### src/core/pdc_cfg.svh
`ifndef PDC_CFG_SVH
`define PDC_CFG_SVH

// Register byte offsets
`define PDC_OFS_REGCTL      8'h00
`define PDC_OFS_DOZECTL     8'h04
`define PDC_OFS_STATUS      8'h08

// Regulator control fields
`define PDC_REG_PM_BIT      1
`define PDC_REG_RSVD_BIT    0
`define PDC_REG_PM_RST      1'b0

// Doze and idle control fields
`define PDC_DZ_IDLE_BIT     7
`define PDC_DZ_EN_BIT       6
`define PDC_DZ_ROI_BIT      5
`define PDC_DZ_DOE_BIT      4
`define PDC_DZ_RATIO_MSB    2
`define PDC_DZ_RATIO_LSB    0
`define PDC_DZ_RATIO_RST    3'h0

// Status fields
`define PDC_ST_DOZE_BIT     4
`define PDC_ST_STATE_MSB    3
`define PDC_ST_STATE_LSB    0

// Timing
`define PDC_CLK_NS          10
`define PDC_LP_WAKE_NS      1000
`define PDC_LP_WAKE_CYC     ((`PDC_LP_WAKE_NS + `PDC_CLK_NS - 1) / `PDC_CLK_NS)

`endif

### src/core/pdc_pkg.sv
package pdc_pkg;

  typedef enum logic [3:0] {
    PDC_RUN   = 4'b0001,
    PDC_IDLE  = 4'b0010,
    PDC_SLEEP = 4'b0100,
    PDC_WAKE  = 4'b1000
  } pdc_state_e;

  typedef logic [2:0] pdc_ratio_t;

endpackage

### src/core/pdc_power_ctrl.sv
// Operation
// - Regulator power-mode bit one puts regulator in low-current state during Sleep
// - Reserved regulator bit 0 reads one; writes keep it set
// - Idle-select set: SLEEP stops only the CPU clock
// - Idle-select clear: SLEEP halts CPU and peripheral clocks
// - Doze enabled: CPU cycles run only at the doze ratio
// - Doze disabled: CPU runs every cycle at full speed
// - Recover-on-interrupt set: interrupt entry clears doze enable
// - Recover-on-interrupt clear: interrupt entry leaves doze enable alone
// - Doze-on-exit set: return from interrupt sets doze enable
// - Doze-on-exit clear: return from interrupt leaves doze enable alone
// - Ratio code 000 gives 1:2, doubling per code up to 1:256
// - Debug forces full speed without changing stored doze enable
// - Waking from low-current Sleep adds a stabilisation delay
// - SLEEP with an interrupt already pending acts as no-operation
//
// The address map and the APB slave port were decided locally.
`include "pdc_cfg.svh"

module pdc_power_ctrl
  import pdc_pkg::*;
(
  input  wire logic        core_clk,
  input  wire logic        resetn,
  input  wire logic        powerOnReset,
  input  wire logic        psel,
  input  wire logic        penable,
  input  wire logic        pwrite,
  input  wire logic [7:0]  paddr,
  input  wire logic [31:0] pwdata,
  output logic [31:0]      prdata,
  output logic             pready,
  output logic             pslverr,
  input  wire logic        sleepExec,
  input  wire logic        intPending,
  input  wire logic        wakeEvent,
  input  wire logic        isrEntry,
  input  wire logic        returnFromInterrupt,
  input  wire logic        inCircuitDebug,
  output logic             cpuClkEn,
  output logic             periphClkEn,
  output logic             regLowCurrent
);

  function automatic logic [2:0] regHit(input logic [7:0] a);
    regHit = {a == `PDC_OFS_STATUS, a == `PDC_OFS_DOZECTL, a == `PDC_OFS_REGCTL};
  endfunction

  pdc_state_e state_q;
  pdc_state_e state_d;
  logic       regPowerMode_q;
  logic       idleSelect_q;
  logic       dozeEnable_q;
  logic       dozeEnable_d;
  logic       recoverOnInterrupt_q;
  logic       dozeOnExit_q;
  pdc_ratio_t dozeRatio_q;
  logic [31:0] prdata_q;

  logic [2:0]  hit;
  logic        setupPhase;
  logic        wrAccess;
  logic        wrReg;
  logic        wrDoze;
  logic [31:0] rdMux;
  logic [7:0]  regCtlRd;
  logic [7:0]  dozeCtlRd;
  logic [7:0]  statusRd;
  logic        dozeActive;
  logic        cycleTick;
  logic        wakeStart;
  logic        wakeDone;
  logic        sleepTaken;
  logic        isrClear;
  logic        retfieSet;

  // Bus decode, zero wait states
  assign hit        = regHit(paddr);
  assign setupPhase = psel && !penable;
  assign wrAccess   = psel && penable && pwrite;
  assign wrReg      = wrAccess && hit[0];
  assign wrDoze     = wrAccess && hit[1];
  assign pready     = 1'b1;
  assign pslverr    = psel && penable && (hit == 3'b000);
  assign prdata     = prdata_q;

  // Read views
  assign regCtlRd  = {6'h00, regPowerMode_q, 1'b1};
  assign dozeCtlRd = {idleSelect_q, dozeEnable_q, recoverOnInterrupt_q,
                      dozeOnExit_q, 1'b0, dozeRatio_q};
  assign statusRd  = {3'h0, dozeActive, state_q};
  assign rdMux     = hit[0] ? {24'h000000, regCtlRd}  :
                     hit[1] ? {24'h000000, dozeCtlRd} :
                     hit[2] ? {24'h000000, statusRd}  : 32'h00000000;

  always_ff @(posedge core_clk) begin
    if (!resetn) begin
      prdata_q <= 32'h00000000;
    end else if (setupPhase && !pwrite) begin
      prdata_q <= rdMux;
    end
  end

  // Regulator control register
  always_ff @(posedge core_clk) begin
    if (!resetn) begin
      regPowerMode_q <= `PDC_REG_PM_RST;
    end else if (wrReg) begin
      regPowerMode_q <= pwdata[`PDC_REG_PM_BIT];
    end
  end

  // Doze enable: hardware set beats hardware clear beats software write
  assign isrClear     = isrEntry && recoverOnInterrupt_q;
  assign retfieSet    = returnFromInterrupt && dozeOnExit_q;
  assign dozeEnable_d = retfieSet ? 1'b1 :
                        isrClear  ? 1'b0 :
                        wrDoze    ? pwdata[`PDC_DZ_EN_BIT] : dozeEnable_q;

  always_ff @(posedge core_clk) begin
    if (!resetn) begin
      dozeEnable_q         <= 1'b0;
      recoverOnInterrupt_q <= 1'b0;
      dozeOnExit_q         <= 1'b0;
      dozeRatio_q          <= `PDC_DZ_RATIO_RST;
    end else begin
      dozeEnable_q <= dozeEnable_d;
      if (wrDoze) begin
        recoverOnInterrupt_q <= pwdata[`PDC_DZ_ROI_BIT];
        dozeOnExit_q         <= pwdata[`PDC_DZ_DOE_BIT];
        dozeRatio_q          <= pwdata[`PDC_DZ_RATIO_MSB:`PDC_DZ_RATIO_LSB];
      end
    end
  end

  // Idle select clears on power-on and brown-out only
  always_ff @(posedge core_clk) begin
    if (!resetn) begin
      if (powerOnReset) begin
        idleSelect_q <= 1'b0;
      end
    end else if (wrDoze) begin
      idleSelect_q <= pwdata[`PDC_DZ_IDLE_BIT];
    end
  end

  // Power state sequencing
  assign sleepTaken = sleepExec && !intPending;
  assign wakeStart  = (state_q == PDC_SLEEP) && wakeEvent && regPowerMode_q;

  always_comb begin
    state_d = state_q;
    unique case (state_q)
      PDC_RUN: begin
        if (sleepTaken) begin
          state_d = idleSelect_q ? PDC_IDLE : PDC_SLEEP;
        end
      end
      PDC_IDLE: begin
        if (wakeEvent) begin
          state_d = PDC_RUN;
        end
      end
      PDC_SLEEP: begin
        if (wakeEvent) begin
          state_d = regPowerMode_q ? PDC_WAKE : PDC_RUN;
        end
      end
      PDC_WAKE: begin
        if (wakeDone) begin
          state_d = PDC_RUN;
        end
      end
      default: begin
        state_d = PDC_RUN;
      end
    endcase
  end

  always_ff @(posedge core_clk) begin
    if (!resetn) begin
      state_q <= PDC_RUN;
    end else begin
      state_q <= state_d;
    end
  end

  pdc_doze_throttle u_pdc_doze_throttle (
    .core_clk  (core_clk),
    .resetn    (resetn),
    .ratioCode (dozeRatio_q),
    .cycleTick (cycleTick)
  );

  pdc_wake_delay u_pdc_wake_delay (
    .core_clk (core_clk),
    .resetn   (resetn),
    .start    (wakeStart),
    .done     (wakeDone)
  );

  // Clock gating and regulator state
  assign dozeActive    = dozeEnable_q && !inCircuitDebug;
  assign cpuClkEn      = (state_q == PDC_RUN) && (!dozeActive || cycleTick);
  assign periphClkEn   = (state_q == PDC_RUN) || (state_q == PDC_IDLE);
  assign regLowCurrent = (state_q == PDC_SLEEP) && regPowerMode_q;

  // Independent measure of the throttle period for the checks below
  logic [7:0] tickGap_q;
  pdc_ratio_t tickRatio_q;
  logic       tickSeen_q;

  always_ff @(posedge core_clk) begin
    if (!resetn) begin
      tickGap_q   <= 8'h00;
      tickRatio_q <= `PDC_DZ_RATIO_RST;
      tickSeen_q  <= 1'b0;
    end else if (cycleTick) begin
      tickGap_q   <= 8'h00;
      tickRatio_q <= dozeRatio_q;
      tickSeen_q  <= 1'b1;
    end else begin
      tickGap_q   <= tickGap_q + 8'h01;
    end
  end
endmodule

### src/core/pdc_doze_throttle.sv
module pdc_doze_throttle
  import pdc_pkg::*;
(
  input  wire logic       core_clk,
  input  wire logic       resetn,
  input  wire pdc_ratio_t ratioCode,
  output logic            cycleTick
);

  logic [7:0] cnt_q;
  logic [7:0] cnt_d;
  logic [8:0] periodFull;

  // Period of 2 << code peripheral cycles, reload holds period minus one
  assign periodFull = (9'h002 << ratioCode) - 9'h001;
  // New ratio is picked up only at the period boundary
  assign cnt_d      = (cnt_q == 8'h00) ? periodFull[7:0] : cnt_q - 8'h01;
  assign cycleTick  = (cnt_q == 8'h00);

  always_ff @(posedge core_clk) begin
    if (!resetn) begin
      cnt_q <= 8'h00;
    end else begin
      cnt_q <= cnt_d;
    end
  end

endmodule

### src/core/pdc_wake_delay.sv
`include "pdc_cfg.svh"

module pdc_wake_delay
  import pdc_pkg::*;
(
  input  wire logic core_clk,
  input  wire logic resetn,
  input  wire logic start,
  output logic      done
);

  localparam logic [7:0] WAKE_CYC = 8'(`PDC_LP_WAKE_CYC);

  logic [7:0] cnt_q;

  assign done = (cnt_q == 8'h01);

  // Stabilisation count after a low-current sleep
  always_ff @(posedge core_clk) begin
    if (!resetn) begin
      cnt_q <= 8'h00;
    end else if (start) begin
      cnt_q <= WAKE_CYC;
    end else if (cnt_q != 8'h00) begin
      cnt_q <= cnt_q - 8'h01;
    end
  end

endmodule

### config.mk
export PLATFORM = sky130hd
export DESIGN_NAME = pdc_power_ctrl
export DESIGN_NICKNAME = d
export VERILOG_FILES = /design/src/core/pdc_pkg.sv /design/src/core/pdc_power_ctrl.sv /design/src/core/pdc_doze_throttle.sv /design/src/core/pdc_wake_delay.sv
export VERILOG_INCLUDE_DIRS = /design/src /design/src/core
export SDC_FILE = /design/constraint.sdc
export NUM_CORES = 1
export LEC_CHECK = 0
export ABC_AREA = 0
export BUFFER_PORTS_ARGS = -buffer_cell sky130_fd_sc_hd__buf_2
export CAP_MARGIN = 20
export CORE_ASPECT_RATIO = 2
export CORE_MARGIN = 3
export CORE_UTILIZATION = 40
export CTS_CLUSTER_DIAMETER = 60
export DETAILED_ROUTE_END_ITERATION = 16
export GPL_ROUTABILITY_DRIVEN = 0
export PLACE_DENSITY = 0.69
export SLEW_MARGIN = 40
export SYNTH_ARGS = -nofsm -noshare
export SYNTH_HDL_FRONTEND = slang
export SYNTH_SLANG_ARGS = --single-unit
### constraint.sdc
create_clock -name core_clk -period 5.45 [get_ports core_clk]
set_input_delay 0 -clock core_clk [delete_from_list [all_inputs] [get_ports core_clk]]
set_output_delay 0 -clock core_clk [all_outputs]
set_load 0.01 [all_outputs]
# Word-level counts from Yosys, hierarchy flattened

Index checks and enable logic that the tools add are counted.

Register bits after elaboration: 60
Bits of input ports: 52
Output and inout bits: 37
Word-level logic and storage cells: 79

Add/sub/neg operators: 3
Equal/unequal tests: 12
Shift operators: 1
Multiplexer cells: 19
Bitwise gates (word level): 1
Reductions and logical operators: 32

Operators by type and width:

| operator                                                                 | count |
|---|---|
| 8-bit 2-to-1 mux                                                         | 3 |
| 8-bit by 1-bit subtractor with 8-bit output (second input constant)      | 3 |
| 4-bit 2-to-1 mux                                                         | 5 |
| 8-bit zero test                                                          | 2 |
| 4-bit one-hot mux with 4 select lines                                    | 1 |
| 1-bit logical AND                                                        | 15 |
| 7-bit 2-to-1 mux                                                         | 2 |
| 8-bit by 1-bit equality test with 1-bit output (second input constant)   | 1 |
| 8-bit by 3-bit equality test with 1-bit output (second input constant)   | 1 |
| 8-bit by 4-bit equality test with 1-bit output (second input constant)   | 1 |
| 8-bit nonzero test                                                       | 1 |
| 2-bit by 3-bit left shift with 8-bit output (first input constant)       | 1 |
| 1-bit 2-to-1 mux                                                         | 6 |
| 2-bit inequality test (second input constant)                            | 3 |
| 1-bit zero test                                                          | 5 |
| 5-bit 2-to-1 mux                                                         | 1 |
| 4-bit by 1-bit equality test with 1-bit output (second input constant)   | 1 |
| 4-bit by 2-bit equality test with 1-bit output (second input constant)   | 1 |
| 4-bit by 3-bit equality test with 1-bit output (second input constant)   | 1 |
| 4-bit equality test (second input constant)                              | 1 |
| 2-bit by 1-bit inequality test with 1-bit output (second input constant) | 2 |
| 4-bit AND reduction                                                      | 1 |
| 2-bit nonzero test                                                       | 2 |
| 3-bit zero test                                                          | 1 |
| 6 further kinds                                                          | 7 |

# Logic depth before layout (Yosys ltp)

Depth in word-level cells: 6
Depth in mapped cells: 9
Gate-level depth less buffers: 8

# Hierarchy

Synthesis repeated with hierarchy kept, for this count alone.

Cell total of the unflattened synthesis: 258
Area, all modules: 2179.6 um^2

Modules (own cells, without submodules):

| module            | instances | cells an instance | area each (um^2) | sequential area each (um^2) |
|---|---|---|---|---|
| pdc_power_ctrl    | 1         | 148               | 1216.2           | 410.4 |
| pdc_doze_throttle | 1         | 60                | 528.0            | 160.2 |
| pdc_wake_delay    | 1         | 50                | 435.4            | 160.2 |

# Worst setup path before layout

No wires, ideal clock.

Kind: flip-flop to flip-flop
Start: reg dozeRatio_q[2]
End: reg u_pdc_doze_throttle.cnt_q[4]
Library setup time: 0.132 ns
Arrival: 1.847 ns
Data required time: 5.318 ns
Slack: 3.471 ns
Cell stages (with the launch flop): 10
Path buffers: 1
Period minus slack after synthesis: 1.979 ns
Cell sequence: dfxtp_1 buf_2 nor4_2 nor4b_2 a21oi_1 ha_1 nor3b_1 xor2_1 o41ai_1 a21oi_1

Word-level cells in the longest chain between the ends: 3

RTL lines:

| item                                        | RTL line                | RTL |
|---|---|---|
| from (decl)                                 | pdc_power_ctrl.sv:57    | `pdc_ratio_t dozeRatio_q;` |
| from (signal assigned)                      | pdc_power_ctrl.sv:125   | `` dozeRatio_q <= `PDC_DZ_RATIO_RST; `` |
| from (signal assigned)                      | pdc_power_ctrl.sv:131   | `` dozeRatio_q <= pwdata[`PDC_DZ_RATIO_MSB:`PDC_DZ_RATIO_LSB]; `` |
| 2-bit by 3-bit left shift with 8-bit output | pdc_doze_throttle.sv:15 | `assign periodFull = (9'h002 << ratioCode) - 9'h001;` |
| 8-bit by 1-bit subtractor with 8-bit output | pdc_doze_throttle.sv:15 |  |
| 8-bit 2-to-1 mux                            | pdc_doze_throttle.sv:17 | `assign cnt_d = (cnt_q == 8'h00) ? periodFull[7:0] : cnt_q - 8'h01;` |
| to (signal assigned)                        | pdc_doze_throttle.sv:24 | `cnt_q <= cnt_d;` |
| to (decl)                                   | pdc_doze_throttle.sv:10 | `logic [7:0] cnt_q;` |

No other way between the ends.
A chain may end at the register's enable or synchronous reset.

# Worst setup path in the final report

Start: reg dozeRatio_q[2]
End: reg u_pdc_doze_throttle.cnt_q[6]

Same word-level chain as after synthesis.

==> results <==
- The complex-gate fraction of the synthesized area is 0.152.
- The sum of routed wire length over all layers is 4.62 mm.
- The simple logic cell fraction of the synthesized area is 0.274.
- The critical path is of the reg2reg type.
- The flow ran to the end, and the final reports show no timing, DRC or antenna violations.
- The number of synthesized register bits is 36.
- Counting the buffers created by CTS gives 5.
- The count of endpoints failing setup in the final report is 0.
- The critical-path maximum fanout is 8.
- The antenna diode count is 0.
- The leading register cell type out of synthesis is dfxtp_1.
- The count of buffers added on input and output ports is 38.
- The synthesized netlist cell count is 252.
- Measured along the x axis, the die boundary spans 57.2 um.
- Of the cells placed in the final design, the portion with a size suffix greater than 1 is 0.179.
- After synthesis, the share of flip-flops with an asynchronous set or reset is 0.
- In this run the critical register-to-register path is captured at u_pdc_doze_throttle.cnt_q[6]$_SDFF_PN0_.
- The maximum number of buffers from clock root to sink is 2.
- The clock-pin slew on the worst setup and hold paths is 70 ps.
- The startpoint identified for the worst register-to-register timing path is dozeRatio_q[2]$_SDFFE_PN0P_.
- The number of buffer and inverter stages on the critical path is 0.
- Traced cell by cell, the critical path runs through nor4_2, nor4b_2, a21oi_1, ha_1, nor3b_1, a21boi_0, a31oi_1, o22ai_1.
- The share of the Yosys chip area taken by registers is 0.349.
- The combinational family with the most area after synthesis is simple AND/OR/NAND/NOR gates.
- For this configuration, the core starts out at a cell density of 0.422.
- The number of non-filler instances in the completed layout is 348.
- The DRC marker count from the first detailed-route iteration is 62.
- The average vias per placed instance is 5.28.
- The DRC violation count after routing is 0.
- The number of sinks on the clock net is 36.
- Data on the critical path arrives at its endpoint at 2470 ps.
- The worst hold path begins at wakeEvent.
- The fill cell total of the finished layout is 499.
- The tool flagged a number of max-cap violations equal to 0.
- The share of the synthesized netlist area taken by xor and xnor gates is 0.0209.
- The floorplan step set the die height to 108 um.
- The achievable clock frequency is 0.432 GHz.
- The cell total after placement is 333.
- The total area inside the core boundary comes to 4950 um2.
- The number of failing hold endpoints at the final stage is 0.
- The number of slew-limit violations in the final report is 0.
- The critical path's largest stage delay is 520 ps.
- In the finished design, the share of the clock period the worst path needs comes to 0.425.
- The initial antenna violation count was 0.
- The via count of the first global-routing pass is 1640.
- Setup repair after global routing left no endpoint under its margin.
- The launching element type of the critical path is a flip-flop.
- For this run the aggregate overflow at the end of global routing stands at 0.
- The number of warnings issued by yosys is 0.
- Setup total negative slack on the finished layout was measured at 0 ps.
- The leakage power is 1.07 nW.
- 89 I/O pins were placed.
- The first global-routing pass estimated 7.21 mm of wire.
- Counting distinct cell types in the post-synthesis netlist gives 55.
- The full die area is 6190 um2.
- The worst supply voltage drop on vdd is 0.333 mV.
- The TritonCTS clock tree is done.
- Leaving out fill and tap cells, the most frequent cells in the layout are buf_2, dfxtp_1, nand2_1.
- The setup clock skew after layout is 9.87 ps.
- The register-to-register setup slack is 3130 ps.
- The headroom to the max-slew limit is 0.529.
- In this run the core area contains 36 standard-cell rows.
- Measured on the finished design, the core utilization comes to 0.483.
- The hold slack is 10.8 ps.
- In the final routed layout, each cell accounts on average for 13.3 um.
- The count of nets left with antenna violations once routing finished came out at 0.
- The worst hold path passes through 3 cells.
- The clock latency at the later pin of the worst-skew pair is 290 ps.
- The net count reported at finish is 345.
- The slowest stage of the critical path belongs to the cell dfxtp_1.
- The post-layout minimum cycle time is 2320 ps.
- Dividing the synthesized area by the synthesized cell count gives 8.31 um2.
- The HPWL after detailed placement is 3.50 mm.
- The number of synthesized flops with an enable pin is 1.
- The tightest min-delay check is of the in2reg type.
- The routed layout has 1837 vias.
- For this run, the detailed router's first-pass iteration total came to 4.
- Compared with the post-synthesis result, the final layout area differs by 14.4%.
- The worst hold path terminates at state_q[2]$_SDFFE_PN0P_.
- The worst setup path is captured at a flip-flop.
- The clock root buffer is clkbuf_8.
- Leaving out fill and tap cells, the most frequent cell in the layout is buf_2.
- The adder-cell share of the synthesized area is 0.0179.
- For the worst flop-to-flop path, the logic depth is 8.
- The fraction of synthesized area in multiplexers is 0.0526.
- The slew at the pin with the worst max-slew slack is 702 ps.
- The critical path data required time is 5600 ps.
- After clock tree synthesis, the repair step resized 0 gates.
- In this run the cell area of the synthesized design comes to 2090 um2.
- The pin count of the biggest net entering global routing is 27.
- The cell type group with the largest total delay on the critical path is simple AND/OR/NAND/NOR gates.
- The H-tree was split into 2 levels.
- Across every metal layer, demand over resource in global routing totals 0.152.
- The areal power density over the cells is 446 nW/um2.
[report_power, final]
part	total [mW]	switching, mW	internal [mW]
Combinational	0.415	0.218	0.197
Sequential	0.394	0.0768	0.318
Clock	0.258	0.0965	0.161
[worst register-to-register path, stage by stage, from the launching register on]
cell	delay, ps
dfxtp_1	520
nor4_2	120
nor4b_2	200
a21oi_1	140
ha_1	220
nor3b_1	520
a21boi_0	180
a31oi_1	190
o22ai_1	100
[synth_stat cells, drive strengths merged (3+ instances only)]
cell type | n | area share
o21ai | 7 | 0.017
clkbuf | 9 | 0.016
nand2 | 26 | 0.047
nor2b | 5 | 0.015
dfxtp | 35 | 0.33
a31oi | 5 | 0.015
nor4 | 4 | 0.022
mux2i | 11 | 0.053
buf | 28 | 0.10
nand3 | 8 | 0.019
nand2b | 3 | 0.0090
a21oi | 17 | 0.041
nor4b | 3 | 0.023
ha | 3 | 0.018
and2 | 5 | 0.015
nand4 | 7 | 0.021
nor2 | 21 | 0.038
xnor2 | 3 | 0.013
inv | 7 | 0.013
nor3 | 8 | 0.019
[through the flow]
stage	setup slack [ps]	total power [mW]	cell area, um2
after CTS	3110	1.08	2390
final	3130	1.07	2390
after floorplan	3470	0.740	2180
after global routing	2960	1.14	2390
after global placement	3200	0.806	2200
after detailed placement	3130	0.812	2200
[cell type report]
class	instances	area (um2)	share of cell area
Inverter	8	30.0	0.0125
Sequential cell	36	731	0.305
Clock inverter	1	30.0	0.0125
Timing Repair Buffer	45	260	0.109
Tap cell	57	71.3	0.0298
Clock buffer	7	96.3	0.0402
Multi-Input combinational cell	194	1180	0.491
[how the worst max path moves through the flow]
stage	from	to	slack, ps	cells past startpoint
detailed placement	dozeRatio_q[2]$_SDFFE_PN0P_	u_pdc_doze_throttle.cnt_q[6]$_SDFF_PN0_	3130	8
CTS	dozeRatio_q[2]$_SDFFE_PN0P_	u_pdc_doze_throttle.cnt_q[6]$_SDFF_PN0_	3110	8
finish	dozeRatio_q[2]$_SDFFE_PN0P_	u_pdc_doze_throttle.cnt_q[6]$_SDFF_PN0_	3130	8
floorplan	dozeRatio_q[2]$_SDFFE_PN0P_	u_pdc_doze_throttle.cnt_q[4]$_SDFF_PN0_	3470	9
global placement	dozeRatio_q[2]$_SDFFE_PN0P_	u_pdc_doze_throttle.cnt_q[4]$_SDFF_PN0_	3200	8
global route	dozeRatio_q[2]$_SDFFE_PN0P_	u_pdc_doze_throttle.cnt_q[6]$_SDFF_PN0_	2960	8
[sequential cells by signal (all words and copies together), names as in the netlist]
register / cells
prdata: 8
idleSelect_q: 1
dozeEnable_q: 1
dozeRatio_q: 3
dozeOnExit_q: 1
state_q: 4
regPowerMode_q: 1
recoverOnInterrupt_q: 1
u_pdc_wake_delay.cnt_q: 8
u_pdc_doze_throttle.cnt_q: 8
[kinds of logic after synthesis]
logic type,count (synthesis)
compound gates,48
xor+xnor,5
fa+ha+maj,3
buf+inv,45
flops,36
mux,11
other cells,2
simple gates,102
[per-layer routing]
layer | share of wire | track usage
met5 | 0 | 0
met4 | 0.032 | 0.0995
met3 | 0.058 | 0.0203
met2 | 0.53 | 0.283
met1 | 0.38 | 0.150
[repair_timing]
| item | in CTS | in global routing |
|---|---|---|
| hold buffers | 7 | 0 |
| setup buffers | 0 | 0 |
| endpoints found under the hold margin | 7 | 0 |
No activity file was read; power rests on OpenSTA's default activity.
